===== config.mk =====
export PLATFORM = sky130hd
export DESIGN_NAME = axis_pulse_and_homing_config
export DESIGN_NICKNAME = d
export VERILOG_FILES = /design/src/logic/axis_cfg_pkg.sv /design/src/logic/homing_if.sv /design/src/logic/axis_pulse_and_homing_config.sv /design/src/logic/homing_seq.sv
export SDC_FILE = /design/constraint.sdc
export NUM_CORES = 1
export LEC_CHECK = 0
export BUFFER_PORTS_ARGS = -buffer_cell sky130_fd_sc_hd__buf_2
export CAP_MARGIN = 15
export CORE_UTILIZATION = 30
export DETAILED_ROUTE_END_ITERATION = 16
export GPL_ROUTABILITY_DRIVEN = 0
export PLACE_DENSITY = 0.56
export SETUP_SLACK_MARGIN = 0.15
export SYNTH_ARGS = -nofsm -noshare
export SYNTH_HDL_FRONTEND = slang
export SYNTH_SLANG_ARGS = --single-unit

===== constraint.sdc =====
create_clock -name i_clk_sys -period 19.5 [get_ports i_clk_sys]
set_clock_uncertainty 0.15 [all_clocks]
set_input_delay 3.9 -clock i_clk_sys [delete_from_list [all_inputs] [get_ports i_clk_sys]]
set_output_delay 3.9 -clock i_clk_sys [all_outputs]
set_load 0.02 [all_outputs]

===== src/logic/axis_cfg_pkg.sv =====
package axis_cfg_pkg;
  // ---------------------------------------------------------------
  // Sizes
  // ---------------------------------------------------------------
  localparam int NUM_AXES   = 5;
  localparam int SHARED_AX  = 4;
  localparam int ADDR_W     = 6;
  localparam int DATA_W     = 32;
  // ---------------------------------------------------------------
  // Register byte offsets
  // ---------------------------------------------------------------
  localparam logic [5:0] OFS_UNIT_DECEL  = 6'h00;
  localparam logic [5:0] OFS_WIRING_BLK  = 6'h04;
  localparam logic [5:0] OFS_DIR_POL     = 6'h08;
  localparam logic [5:0] OFS_ALARM_POL   = 6'h0C;
  localparam logic [5:0] OFS_BACKLASH    = 6'h10;
  localparam logic [5:0] OFS_BL_KEYLOCK  = 6'h14;
  localparam logic [5:0] OFS_LIMIT_PWR   = 6'h18;
  localparam logic [5:0] OFS_OUT_FORMAT  = 6'h1C;
  localparam logic [5:0] OFS_HOME_TYPE   = 6'h20;
  localparam logic [5:0] OFS_HOME_DIR    = 6'h24;
  localparam logic [5:0] OFS_CONTROL     = 6'h28;
  localparam logic [5:0] OFS_INPUT_UNIT  = 6'h2C;
  localparam logic [5:0] OFS_STATUS      = 6'h30;
  // ---------------------------------------------------------------
  // Field positions
  // ---------------------------------------------------------------
  localparam int UNIT_BIT       = 0;
  localparam int DECEL_LSB      = 3;
  localparam int SHARED_LSB     = 0;
  localparam int BLOCK_WAIT_BIT = 5;
  localparam int WAVE_BIT       = 7;
  localparam int RETAIN_BIT     = 7;
  localparam int RESTART_BIT    = 0;
  localparam int HOME_GO_LSB    = 8;
  localparam int INCH_CMD_BIT   = 0;
  localparam int ST_ACT_UNIT    = 0;
  localparam int ST_IN_INCH     = 1;
  localparam int ST_BUSY_LSB    = 8;
  localparam int ST_DONE_LSB    = 16;
  localparam int ST_FMT_LSB     = 24;
  // ---------------------------------------------------------------
  // Reset values
  // ---------------------------------------------------------------
  localparam logic [7:0] CFG_RESET = 8'h00;
  // ---------------------------------------------------------------
  // Homing sequencer states
  // ---------------------------------------------------------------
  typedef enum logic [5:0] {
    H_IDLE    = 6'b000001,
    H_RAPID   = 6'b000010,
    H_PASS    = 6'b000100,
    H_REVERSE = 6'b001000,
    H_CREEP   = 6'b010000,
    H_SEEK    = 6'b100000
  } home_state_type;
endpackage : axis_cfg_pkg


===== src/logic/homing_if.sv =====
`timescale 1ns/1ns
interface homing_if;
  logic start;
  logic type_c;
  logic shared;
  logic dir_neg;
  logic decel_act;
  logic zero_lvl;
  logic move;
  logic fast;
  logic dir;
  logic busy;
  logic done;
  // Configuration side
  modport ctrl (output start, type_c, shared, dir_neg, decel_act, zero_lvl,
                input  move, fast, dir, busy, done);
  // Sequencer side
  modport seq  (input  start, type_c, shared, dir_neg, decel_act, zero_lvl,
                output move, fast, dir, busy, done);
endinterface : homing_if


===== src/logic/axis_pulse_and_homing_config.sv =====
// Chosen here: the Avalon-MM register port and the register offsets.
`timescale 1ns/1ns
// Notes on behaviour
// - Output units are inch when the unit bit is set and metric when clear, applied only on restart.
// - The applied unit bit states whether increments, parameters and pitch values are inch or mm.
// - A G21 command makes input increments metric and G20 makes them inch, apart from output units.
// - Each axis deceleration input is active high when its polarity bit is 1, else active low.
// - Each axis emits quadrature when its format bit is 1, else pulse and direction, after restart.
// - The waveform bit selects a pulse waveform when set and a square waveform when clear.
// - Each axis homes with type C when its homing-type bit is 1, else with type B.
// - With the shared-switch bit set, one switch serves as both deceleration and zero signal.
// - With the shared-switch bit clear, separate deceleration and zero inputs are used.
// - With block wait set, the next block starts only once all motion is finished, else it blends.
// - Homing runs positive when an axis direction bit is 0 and negative when it is 1.
// - With offset retain set the length offset stays on during homing, else it is cancelled.
// - Homing runs at rapid until deceleration (type C until the deceleration input releases), then at low speed until the zero signal changes.
module axis_pulse_and_homing_config
(
  // Clock and reset
  input  wire logic                                 i_clk_sys,
  input  wire logic                                 i_sys_rst,
  // Avalon-MM slave
  input  wire logic [axis_cfg_pkg::ADDR_W-1:0]      i_address,
  input  wire logic                                 i_read,
  input  wire logic                                 i_write,
  input  wire logic [3:0]                           i_byteenable,
  input  wire logic [axis_cfg_pkg::DATA_W-1:0]      i_writedata,
  output logic      [axis_cfg_pkg::DATA_W-1:0]      o_readdata,
  output logic                                      o_waitrequest,
  // Machine switch pins
  input  wire logic [axis_cfg_pkg::NUM_AXES-1:0]    i_decel_pin,
  input  wire logic [axis_cfg_pkg::NUM_AXES-1:0]    i_one_rotation_zero_input,
  // Block sequencing
  input  wire logic                                 i_next_block_req,
  input  wire logic                                 i_motion_busy,
  output logic                                      o_next_block_start,
  // Applied configuration
  output logic                                      o_output_unit_inch,
  output logic                                      o_input_unit_inch,
  output logic [axis_cfg_pkg::NUM_AXES-1:0]         o_pulse_output_quad,
  output logic                                      o_step_waveform_pulse,
  output logic                                      o_length_offset_apply,
  // Homing motion per axis
  output logic [axis_cfg_pkg::NUM_AXES-1:0]         o_home_move,
  output logic [axis_cfg_pkg::NUM_AXES-1:0]         o_home_fast,
  output logic [axis_cfg_pkg::NUM_AXES-1:0]         o_home_dir_neg,
  output logic [axis_cfg_pkg::NUM_AXES-1:0]         o_home_done
);
  import axis_cfg_pkg::*;

  // ---------------------------------------------------------------
  // Declarations
  // ---------------------------------------------------------------
  logic [7:0]          unit_and_decel_polarity_cfg_q;
  logic [7:0]          homing_wiring_and_block_cfg_q;
  logic [7:0]          direction_polarity_cfg_q;
  logic [7:0]          alarm_polarity_cfg_q;
  logic [7:0]          backlash_rate_cfg_q;
  logic [7:0]          backlash_and_key_lock_cfg_q;
  logic [7:0]          limit_and_powerup_cfg_q;
  logic [7:0]          pulse_output_format_q;
  logic [7:0]          homing_type_select_q;
  logic [7:0]          homing_direction_select_q;
  logic                wait_q;
  logic [DATA_W-1:0]   rdata_q;
  logic                access;
  logic                wr_take;
  logic                wr_lane0;
  logic                restart_wr;
  logic                inch_cmd_wr;
  logic                act_unit_q;
  logic                in_inch_q;
  logic [NUM_AXES-1:0] act_fmt_q;
  logic [NUM_AXES-1:0] decel_s1_q;
  logic [NUM_AXES-1:0] decel_s2_q;
  logic [NUM_AXES-1:0] zero_s1_q;
  logic [NUM_AXES-1:0] zero_s2_q;
  logic [NUM_AXES-1:0] decel_act_q;
  logic [NUM_AXES-1:0] home_go;
  logic [NUM_AXES-1:0] home_busy;
  logic [NUM_AXES-1:0] home_done;
  logic [NUM_AXES-1:0] home_move;
  logic [NUM_AXES-1:0] home_fast;
  logic [NUM_AXES-1:0] home_dir;
  logic [DATA_W-1:0]   rmux;
  logic                blk_start_q;
  logic                wave_q;
  logic                len_apply_q;

  // ---------------------------------------------------------------
  // Bus handshake
  // ---------------------------------------------------------------
  // One wait cycle: waitrequest drops for the edge that completes
  assign access      = i_read | i_write;
  assign wr_take     = i_write & ~wait_q;
  assign wr_lane0    = wr_take & i_byteenable[0];
  assign restart_wr  = wr_lane0 && (i_address == OFS_CONTROL)
                       && i_writedata[RESTART_BIT];
  assign inch_cmd_wr = wr_lane0 && (i_address == OFS_INPUT_UNIT);

  always_ff @(posedge i_clk_sys or posedge i_sys_rst)
  begin
    if (i_sys_rst) wait_q <= 1'b1;
    else           wait_q <= ~(access & wait_q);
  end

  // Read data is captured while waitrequest is still high
  always_comb
  begin
    rmux = '0;
    unique case (i_address)
      OFS_UNIT_DECEL: rmux[7:0] = unit_and_decel_polarity_cfg_q;
      OFS_WIRING_BLK: rmux[7:0] = homing_wiring_and_block_cfg_q;
      OFS_DIR_POL:    rmux[7:0] = direction_polarity_cfg_q;
      OFS_ALARM_POL:  rmux[7:0] = alarm_polarity_cfg_q;
      OFS_BACKLASH:   rmux[7:0] = backlash_rate_cfg_q;
      OFS_BL_KEYLOCK: rmux[7:0] = backlash_and_key_lock_cfg_q;
      OFS_LIMIT_PWR:  rmux[7:0] = limit_and_powerup_cfg_q;
      OFS_OUT_FORMAT: rmux[7:0] = pulse_output_format_q;
      OFS_HOME_TYPE:  rmux[7:0] = homing_type_select_q;
      OFS_HOME_DIR:   rmux[7:0] = homing_direction_select_q;
      OFS_INPUT_UNIT: rmux[INCH_CMD_BIT] = in_inch_q;
      OFS_STATUS:
      begin
        rmux[ST_ACT_UNIT] = act_unit_q;
        rmux[ST_IN_INCH]  = in_inch_q;
        rmux[ST_BUSY_LSB +: NUM_AXES] = home_busy;
        rmux[ST_DONE_LSB +: NUM_AXES] = home_done;
        rmux[ST_FMT_LSB +: NUM_AXES]  = act_fmt_q;
      end
      default:        rmux = '0;
    endcase
  end

  always_ff @(posedge i_clk_sys or posedge i_sys_rst)
  begin
    if (i_sys_rst)                rdata_q <= '0;
    else if (i_read && wait_q)    rdata_q <= rmux;
  end

  // ---------------------------------------------------------------
  // Configuration registers
  // ---------------------------------------------------------------
  // Writes land on the completing edge, low byte lane only
  always_ff @(posedge i_clk_sys or posedge i_sys_rst)
  begin
    if (i_sys_rst)
    begin
      unit_and_decel_polarity_cfg_q <= CFG_RESET;
      homing_wiring_and_block_cfg_q <= CFG_RESET;
      direction_polarity_cfg_q      <= CFG_RESET;
      alarm_polarity_cfg_q          <= CFG_RESET;
      backlash_rate_cfg_q           <= CFG_RESET;
      backlash_and_key_lock_cfg_q   <= CFG_RESET;
      limit_and_powerup_cfg_q       <= CFG_RESET;
      pulse_output_format_q         <= CFG_RESET;
      homing_type_select_q          <= CFG_RESET;
      homing_direction_select_q     <= CFG_RESET;
    end
    else if (wr_lane0)
    begin
      unique case (i_address)
        OFS_UNIT_DECEL: unit_and_decel_polarity_cfg_q <= i_writedata[7:0];
        OFS_WIRING_BLK: homing_wiring_and_block_cfg_q <= i_writedata[7:0];
        OFS_DIR_POL:    direction_polarity_cfg_q      <= i_writedata[7:0];
        OFS_ALARM_POL:  alarm_polarity_cfg_q          <= i_writedata[7:0];
        OFS_BACKLASH:   backlash_rate_cfg_q           <= i_writedata[7:0];
        OFS_BL_KEYLOCK: backlash_and_key_lock_cfg_q   <= i_writedata[7:0];
        OFS_LIMIT_PWR:  limit_and_powerup_cfg_q       <= i_writedata[7:0];
        OFS_OUT_FORMAT: pulse_output_format_q         <= i_writedata[7:0];
        OFS_HOME_TYPE:  homing_type_select_q          <= i_writedata[7:0];
        OFS_HOME_DIR:   homing_direction_select_q     <= i_writedata[7:0];
        default:        ;
      endcase
    end
  end

  // Unit and pulse format only take effect on a restart command
  always_ff @(posedge i_clk_sys or posedge i_sys_rst)
  begin
    if (i_sys_rst)
    begin
      act_unit_q <= 1'b0;
      act_fmt_q  <= '0;
    end
    else if (restart_wr)
    begin
      act_unit_q <= unit_and_decel_polarity_cfg_q[UNIT_BIT];
      act_fmt_q  <= pulse_output_format_q[NUM_AXES-1:0];
    end
  end

  // G20 writes 1, G21 writes 0; independent of output units
  always_ff @(posedge i_clk_sys or posedge i_sys_rst)
  begin
    if (i_sys_rst)        in_inch_q <= 1'b0;
    else if (inch_cmd_wr) in_inch_q <= i_writedata[INCH_CMD_BIT];
  end

  // ---------------------------------------------------------------
  // Pin synchronisers and deceleration polarity
  // ---------------------------------------------------------------
  always_ff @(posedge i_clk_sys or posedge i_sys_rst)
  begin
    if (i_sys_rst)
    begin
      decel_s1_q <= '0;
      decel_s2_q <= '0;
      zero_s1_q  <= '0;
      zero_s2_q  <= '0;
    end
    else
    begin
      decel_s1_q <= i_decel_pin;
      decel_s2_q <= decel_s1_q;
      zero_s1_q  <= i_one_rotation_zero_input;
      zero_s2_q  <= zero_s1_q;
    end
  end

  // Active when the pin level matches the polarity bit
  always_ff @(posedge i_clk_sys or posedge i_sys_rst)
  begin
    if (i_sys_rst) decel_act_q <= '0;
    else           decel_act_q <= ~(decel_s2_q ^
                     unit_and_decel_polarity_cfg_q[DECEL_LSB +: NUM_AXES]);
  end

  // ---------------------------------------------------------------
  // Homing sequencers, one per axis
  // ---------------------------------------------------------------
  generate
    for (genvar ax = 0; ax < NUM_AXES; ax++)
    begin : g_axis
      homing_if hif ();
      assign home_go[ax]    = wr_lane0 && (i_address == OFS_CONTROL)
                              && i_writedata[HOME_GO_LSB + ax];
      assign hif.start      = home_go[ax];
      assign hif.type_c     = homing_type_select_q[ax];
      assign hif.dir_neg    = homing_direction_select_q[ax];
      assign hif.decel_act  = decel_act_q[ax];
      assign hif.zero_lvl   = zero_s2_q[ax];
      // The fifth axis has no shared-switch option
      if (ax < SHARED_AX)
      begin : g_sh
        assign hif.shared = homing_wiring_and_block_cfg_q[SHARED_LSB + ax];
      end
      else
      begin : g_nsh
        assign hif.shared = 1'b0;
      end
      assign home_busy[ax]  = hif.busy;
      assign home_done[ax]  = hif.done;
      assign home_move[ax]  = hif.move;
      assign home_fast[ax]  = hif.fast;
      assign home_dir[ax]   = hif.dir;
      homing_seq u_seq
      (
        .i_clk_sys (i_clk_sys),
        .i_sys_rst (i_sys_rst),
        .hif       (hif)
      );
    end
  endgenerate

  // ---------------------------------------------------------------
  // Block sequencing, waveform and length offset
  // ---------------------------------------------------------------
  always_ff @(posedge i_clk_sys or posedge i_sys_rst)
  begin
    if (i_sys_rst)
    begin
      blk_start_q <= 1'b0;
      wave_q      <= 1'b0;
      len_apply_q <= 1'b1;
    end
    else
    begin
      blk_start_q <= i_next_block_req &&
                     (!homing_wiring_and_block_cfg_q[BLOCK_WAIT_BIT] ||
                      (!i_motion_busy && home_busy == '0));
      wave_q      <= pulse_output_format_q[WAVE_BIT];
      len_apply_q <= (home_busy == '0) ||
                     homing_direction_select_q[RETAIN_BIT];
    end
  end

  assign o_readdata            = rdata_q;
  assign o_waitrequest         = wait_q;
  assign o_next_block_start    = blk_start_q;
  assign o_output_unit_inch    = act_unit_q;
  assign o_input_unit_inch     = in_inch_q;
  assign o_pulse_output_quad   = act_fmt_q;
  assign o_step_waveform_pulse = wave_q;
  assign o_length_offset_apply = len_apply_q;
  assign o_home_move           = home_move;
  assign o_home_fast           = home_fast;
  assign o_home_dir_neg        = home_dir;
  assign o_home_done           = home_done;

  // ---------------------------------------------------------------
  // Checks
  // ---------------------------------------------------------------
  property p_unit_on_restart;
    @(posedge i_clk_sys) disable iff (i_sys_rst)
    !restart_wr |=> $stable(act_unit_q) && $stable(act_fmt_q);
  endproperty
  a_unit_on_restart: assert property (p_unit_on_restart)
    else $error("applied unit or format changed without restart");

  property p_fmt_from_cfg;
    @(posedge i_clk_sys) disable iff (i_sys_rst)
    restart_wr |=> act_fmt_q == $past(pulse_output_format_q[NUM_AXES-1:0]);
  endproperty
  a_fmt_from_cfg: assert property (p_fmt_from_cfg)
    else $error("pulse format not applied on restart");

  property p_input_unit;
    @(posedge i_clk_sys) disable iff (i_sys_rst)
    inch_cmd_wr |=> (in_inch_q == $past(i_writedata[INCH_CMD_BIT]))
      && $stable(act_unit_q);
  endproperty
  a_input_unit: assert property (p_input_unit)
    else $error("input unit command not applied");

  property p_block_wait;
    @(posedge i_clk_sys) disable iff (i_sys_rst)
    homing_wiring_and_block_cfg_q[BLOCK_WAIT_BIT] && i_motion_busy
      && $stable(homing_wiring_and_block_cfg_q) |=> !blk_start_q;
  endproperty
  a_block_wait: assert property (p_block_wait)
    else $error("block started while motion still busy");

  property p_offset_cancel;
    @(posedge i_clk_sys) disable iff (i_sys_rst)
    (home_busy != '0) && !homing_direction_select_q[RETAIN_BIT] |=> !len_apply_q;
  endproperty
  a_offset_cancel: assert property (p_offset_cancel)
    else $error("length offset kept during homing");

  property p_bus_answer;
    @(posedge i_clk_sys) disable iff (i_sys_rst)
    access && wait_q |=> !wait_q ##1 wait_q;
  endproperty
  a_bus_answer: assert property (p_bus_answer)
    else $error("bus answer not one cycle after request");
endmodule : axis_pulse_and_homing_config


===== src/logic/homing_seq.sv =====
`timescale 1ns/1ns
module homing_seq
(
  // Clock and reset
  input  wire logic i_clk_sys,
  input  wire logic i_sys_rst,
  // Link to configuration logic
  homing_if.seq     hif
);
  import axis_cfg_pkg::*;

  home_state_type state_q;
  home_state_type state_d;
  logic           zero_now;
  logic           zero_prev_q;
  logic           rev_q;
  logic           move_q;
  logic           fast_q;
  logic           dir_q;
  logic           busy_q;
  logic           done_q;

  // ---------------------------------------------------------------
  // Next state
  // ---------------------------------------------------------------
  // Zero reference comes from the shared switch or the rotation input
  assign zero_now = hif.shared ? hif.decel_act : hif.zero_lvl;

  always_comb
  begin
    state_d = state_q;
    unique case (state_q)
      H_IDLE:    if (hif.start) state_d = H_RAPID;
      H_RAPID:   if (hif.decel_act) state_d = hif.type_c ? H_PASS : H_CREEP;
      H_PASS:    if (!hif.decel_act) state_d = H_REVERSE;
      H_REVERSE: if (hif.decel_act) state_d = hif.shared ? H_SEEK : H_CREEP;
      H_CREEP:   if (!hif.decel_act) state_d = H_SEEK;
      H_SEEK:    if (zero_now != zero_prev_q) state_d = H_IDLE;
      default:   state_d = H_IDLE;
    endcase
  end

  // State register
  always_ff @(posedge i_clk_sys or posedge i_sys_rst)
  begin
    if (i_sys_rst) state_q <= H_IDLE;
    else           state_q <= state_d;
  end

  // Previous zero level for change detection
  always_ff @(posedge i_clk_sys or posedge i_sys_rst)
  begin
    if (i_sys_rst) zero_prev_q <= 1'b0;
    else           zero_prev_q <= zero_now;
  end

  // ---------------------------------------------------------------
  // Registered motion outputs
  // ---------------------------------------------------------------
  // Type C reverses after passing the switch
  always_ff @(posedge i_clk_sys or posedge i_sys_rst)
  begin
    if (i_sys_rst)
    begin
      rev_q  <= 1'b0;
      move_q <= 1'b0;
      fast_q <= 1'b0;
      dir_q  <= 1'b0;
    end
    else
    begin
      rev_q  <= (state_d == H_IDLE) ? 1'b0 : (rev_q | (state_d == H_REVERSE));
      move_q <= (state_d != H_IDLE);
      fast_q <= (state_d == H_RAPID) || (state_d == H_PASS);
      dir_q  <= hif.dir_neg ^ (rev_q | (state_d == H_REVERSE));
    end
  end

  // Busy and sticky done; a new start clears done
  always_ff @(posedge i_clk_sys or posedge i_sys_rst)
  begin
    if (i_sys_rst)
    begin
      busy_q <= 1'b0;
      done_q <= 1'b0;
    end
    else
    begin
      busy_q <= (state_d != H_IDLE);
      if (state_q == H_SEEK && state_d == H_IDLE) done_q <= 1'b1;
      else if (state_q == H_IDLE && hif.start)    done_q <= 1'b0;
    end
  end

  assign hif.move = move_q;
  assign hif.fast = fast_q;
  assign hif.dir  = dir_q;
  assign hif.busy = busy_q;
  assign hif.done = done_q;

  // ---------------------------------------------------------------
  // Checks
  // ---------------------------------------------------------------
  property p_rapid_until_decel;
    @(posedge i_clk_sys) disable iff (i_sys_rst)
    (state_q == H_RAPID) && !hif.decel_act |=> fast_q && move_q;
  endproperty
  a_rapid_until_decel: assert property (p_rapid_until_decel)
    else $error("rapid traverse dropped before deceleration input");

  property p_type_c_path;
    @(posedge i_clk_sys) disable iff (i_sys_rst)
    (state_q == H_RAPID) && hif.decel_act |=>
      (hif.type_c ? state_q == H_PASS : (state_q == H_CREEP && !fast_q));
  endproperty
  a_type_c_path: assert property (p_type_c_path)
    else $error("homing type path taken wrongly");

  property p_home_dir;
    @(posedge i_clk_sys) disable iff (i_sys_rst)
    (state_q == H_RAPID) ##1 (state_q == H_RAPID) && $stable(hif.dir_neg)
      |-> dir_q == hif.dir_neg;
  endproperty
  a_home_dir: assert property (p_home_dir)
    else $error("homing direction wrong during rapid approach");

  property p_shared_stop;
    @(posedge i_clk_sys) disable iff (i_sys_rst)
    (state_q == H_SEEK) && hif.shared && (hif.decel_act != zero_prev_q)
      |=> (state_q == H_IDLE) && done_q;
  endproperty
  a_shared_stop: assert property (p_shared_stop)
    else $error("shared switch change did not stop homing");
endmodule : homing_seq


==> results.cfg <==
[status]
outcome = finished, final reports clean

[logic_synthesis]
synthTopCellsByArea = sky130_fd_sc_hd__dfrtp_1 (53%), sky130_fd_sc_hd__mux2_2 (12%), sky130_fd_sc_hd__buf_4 (2.4%), sky130_fd_sc_hd__dfstp_2 (2.0%), sky130_fd_sc_hd__xnor2_1 (1.8%)
seq_area_frac_synth = 0.550
avg_inst_size_synth_sq_um = 11.9
synth_largest_area_cell = sky130_fd_sc_hd__dfrtp_1
number_of_synthesized_flops_with_an_enable_pin = 0
synth.distinct_cells = 73
synth_largest_type_area_fraction = 0.530
post_synth_instance_area_sq_mm = 0.00907
ys_seq_elements = 199
syn_inst = 761
synthFlopType = sky130_fd_sc_hd__dfrtp_1
yosys_warnings = 0
postSynth.asyncResetShare = 1.00

[worst_setup_path]
crit_path_start_kind = input port
crit_required_ns = 19.67
max_incr_delay_on_cp_ns = 0.83
timing.reg2reg.setup_slack_ns = 16.89
critPathCaptureType = register
worst_r2r_path_depth = 5
worst_path_max_delay_cell = sky130_fd_sc_hd__nor2_1
crit_type = in -> reg
worst_r2r_endpoint = g_axis[2].u_seq.hif.done$_DFFE_PP0P_
timing.critical_path.buf_inv = 1
arrival_ns = 6.32
critical_path_fanout_max = 28
timing.rr.start = o_waitrequest$_DFF_PP1_
largest_delay_contributor_family_on_the_critical_path = simple AND/OR/NAND/NOR gates
path_cells = buf_2 > nor2b_1 > nand2_1 > nor2_1 > mux2_2

[routing]
drt.antenna.violating_nets = 0
drt-vias-per-instance = 4.99
drtIter0Drc = 466
remaining_drc_errors = 0
dr_total_vias = 6060
route.final.wire_length_um = 21900
wire_length_per_cell_after_detailed_routing_um = 18.0
drt_pre_antenna_iters = 5

[power_and_ir_drop]
p_leak_nw = 4.79
vdd.ir_drop.worst_mv = 0.0493
powerDensity_mw_per_mm2 = 85.6

[sta]
timing.slew.headroom = 0.275
post-route-min-period_ns = 6.15
report.final.slew_viol_count = 0
worstMarginPinSlew_ns = 1.08
report.final.setup_viol = 0
final.period_utilization = 0.315
fin_hold_ws_ns = 0.201
max_freq_mhz = 163
timing.final.hold_violations = 0
rsz_0062_raised_after_global_routing = false
setup-tns-final_ns = 0

[hold_path]
hold-path-endpoint = zero_s2_q[3]$_DFF_PP0_
min-delay-start = zero_s1_q[3]$_DFF_PP0_
hold_class = reg -> reg
hold-path-cell-count = 0

[grt]
grt.total_usage = 0.148
global_route_wire_length_before_repair_um = 35000
globalRoute.totalOverflow = 0
largest_net_degree_at_the_start_of_global_routing = 124
grt_antenna_before_repair = 4
grt_pass1_vias = 5943

[placement]
buffer_ports.inserted = 89
detailed_placement_hpwl_um = 14900
dpl_cell_area_sq_mm = 0.00969
place.detailed.instances = 1181

[finish]
layout.cells.most_common_list = sky130_fd_sc_hd__dfrtp_1 (192), sky130_fd_sc_hd__mux2_2 (93), sky130_fd_sc_hd__buf_2 (89)
final_common_cell = sky130_fd_sc_hd__dfrtp_1
final_cell_area_sq_mm = 0.0103
largest_reg_flops = 30
largest_register = g_axis.u_seq.state_q
layout.cells.non_filler = 1215
flow.area_growth_from_synthesis_pct = 13.1
finish.net_count = 868
post_route_cells_drive_above_1_share = 0.304

[floorplan]
die_area_sq_mm = 0.0309
die_height_um = 176
start_util = 0.305
die_wd_um = 176
coreArea_sq_mm = 0.0297
fp-row-count = 63
ioPinCount = 121

[clock_tree]
number_of_buffers_inserted_during_clock_tree_synthesis = 17
number_of_sinks_handled_by_clock_tree_synthesis = 199
tritoncts = built
post_cts.repair.setup_buffers = 0
clock-root-buffer = sky130_fd_sc_hd__clkbuf_16
cts_htree_levels = 4
cts_buffer_depth = 2
cts_resized = 0
clock_latency_at_the_later_pin_of_the_worst_skew_pair_ns = 0.44
hold_buffers = 0
clk_pin_slew_ns = 0.07

[flow_run]
max_cap_viol_count = 0
==> worst reg2reg max path: cells and delay by family, from the launching register on <==
kind / cells / cell delay [ns]
AOI/OAI and AO/OA: 1 / 0.21
and+or+nand+nor: 4 / 1.75
DFF: 1 / 0.39
==> power by group <==
group | switching (mW) | internal, mW | total, mW
Combinational | 0.0503 | 0.0324 | 0.0827
Clock | 0.166 | 0.175 | 0.341
Sequential | 0.0196 | 0.435 | 0.455
Total | 0.236 | 0.642 | 0.879
==> through the flow <==
step | power, mW | util | setup slack (ns)
after floorplan | 0.522 | - | 10.04
after global placement | 0.545 | 0.326 | 12.95
after detailed placement | 0.546 | 0.326 | 12.90
after CTS | 0.892 | 0.345 | 13.39
after global routing | 0.917 | 0.345 | 13.19
final | 0.879 | 0.345 | 13.35
==> layer usage <==
metal	global-route usage	wire, um	vias to the layer above
met5	0	28	-
met4	0.0457	323	4
met3	0.0396	1230	28
met2	0.218	9840	145
met1	0.211	10500	3055
li1	-	-	2828
==> cells by family after synthesis <==
group	count (synthesis)	synth area share
simple gates	205	0.125
mux	110	0.141
fa+ha+maj	1	0.00110
compound gates	125	0.104
other cells	1	0.000413
buf+inv	92	0.0513
flops	199	0.550
xor+xnor	28	0.0270
==> cells in the mapped netlist, types with 12 or more instances <==
| cell | n |
|---|---|
| sky130_fd_sc_hd__o21ai_0 | 22 |
| sky130_fd_sc_hd__nor3_1 | 20 |
| sky130_fd_sc_hd__nor2b_1 | 14 |
| sky130_fd_sc_hd__nand3_1 | 16 |
| sky130_fd_sc_hd__a22o_1 | 18 |
| sky130_fd_sc_hd__dfrtp_1 | 192 |
| sky130_fd_sc_hd__nand2_1 | 37 |
| sky130_fd_sc_hd__mux2_2 | 93 |
| sky130_fd_sc_hd__xnor2_1 | 19 |
| sky130_fd_sc_hd__mux2i_1 | 12 |
| sky130_fd_sc_hd__nor2_1 | 44 |
| sky130_fd_sc_hd__buf_4 | 29 |
| sky130_fd_sc_hd__inv_1 | 21 |
| sky130_fd_sc_hd__clkbuf_1 | 28 |
==> final cells by class <==
cell class	count	area (sq um)
Clock inverter	12	109
Antenna cell	2	5.00
Clock buffer	20	457
Tap cell	390	488
Fill cell	2958	19500
Timing Repair Buffer	93	475
Multi-Input combinational cell	478	3650
Inverter	21	86.3
Sequential cell	199	4990
==> worst max path at each step <==
stage | start | endpoint | slack (ns) | depth (start not counted)
after floorplan | i_sys_rst | alarm_polarity_cfg_q[0]$_DFFE_PP0P_ | 10.04 | 1
after global placement | i_address[5] | g_axis[2].u_seq.hif.done$_DFFE_PP0P_ | 12.95 | 6
after detailed placement | i_address[3] | direction_polarity_cfg_q[4]$_DFFE_PP0P_ | 12.90 | 5
after CTS | i_address[5] | g_axis[2].u_seq.hif.done$_DFFE_PP0P_ | 13.39 | 6
after global routing | i_address[3] | direction_polarity_cfg_q[4]$_DFFE_PP0P_ | 13.19 | 5
final | i_address[3] | direction_polarity_cfg_q[4]$_DFFE_PP0P_ | 13.35 | 5
(Power assumes the default switching activity.)
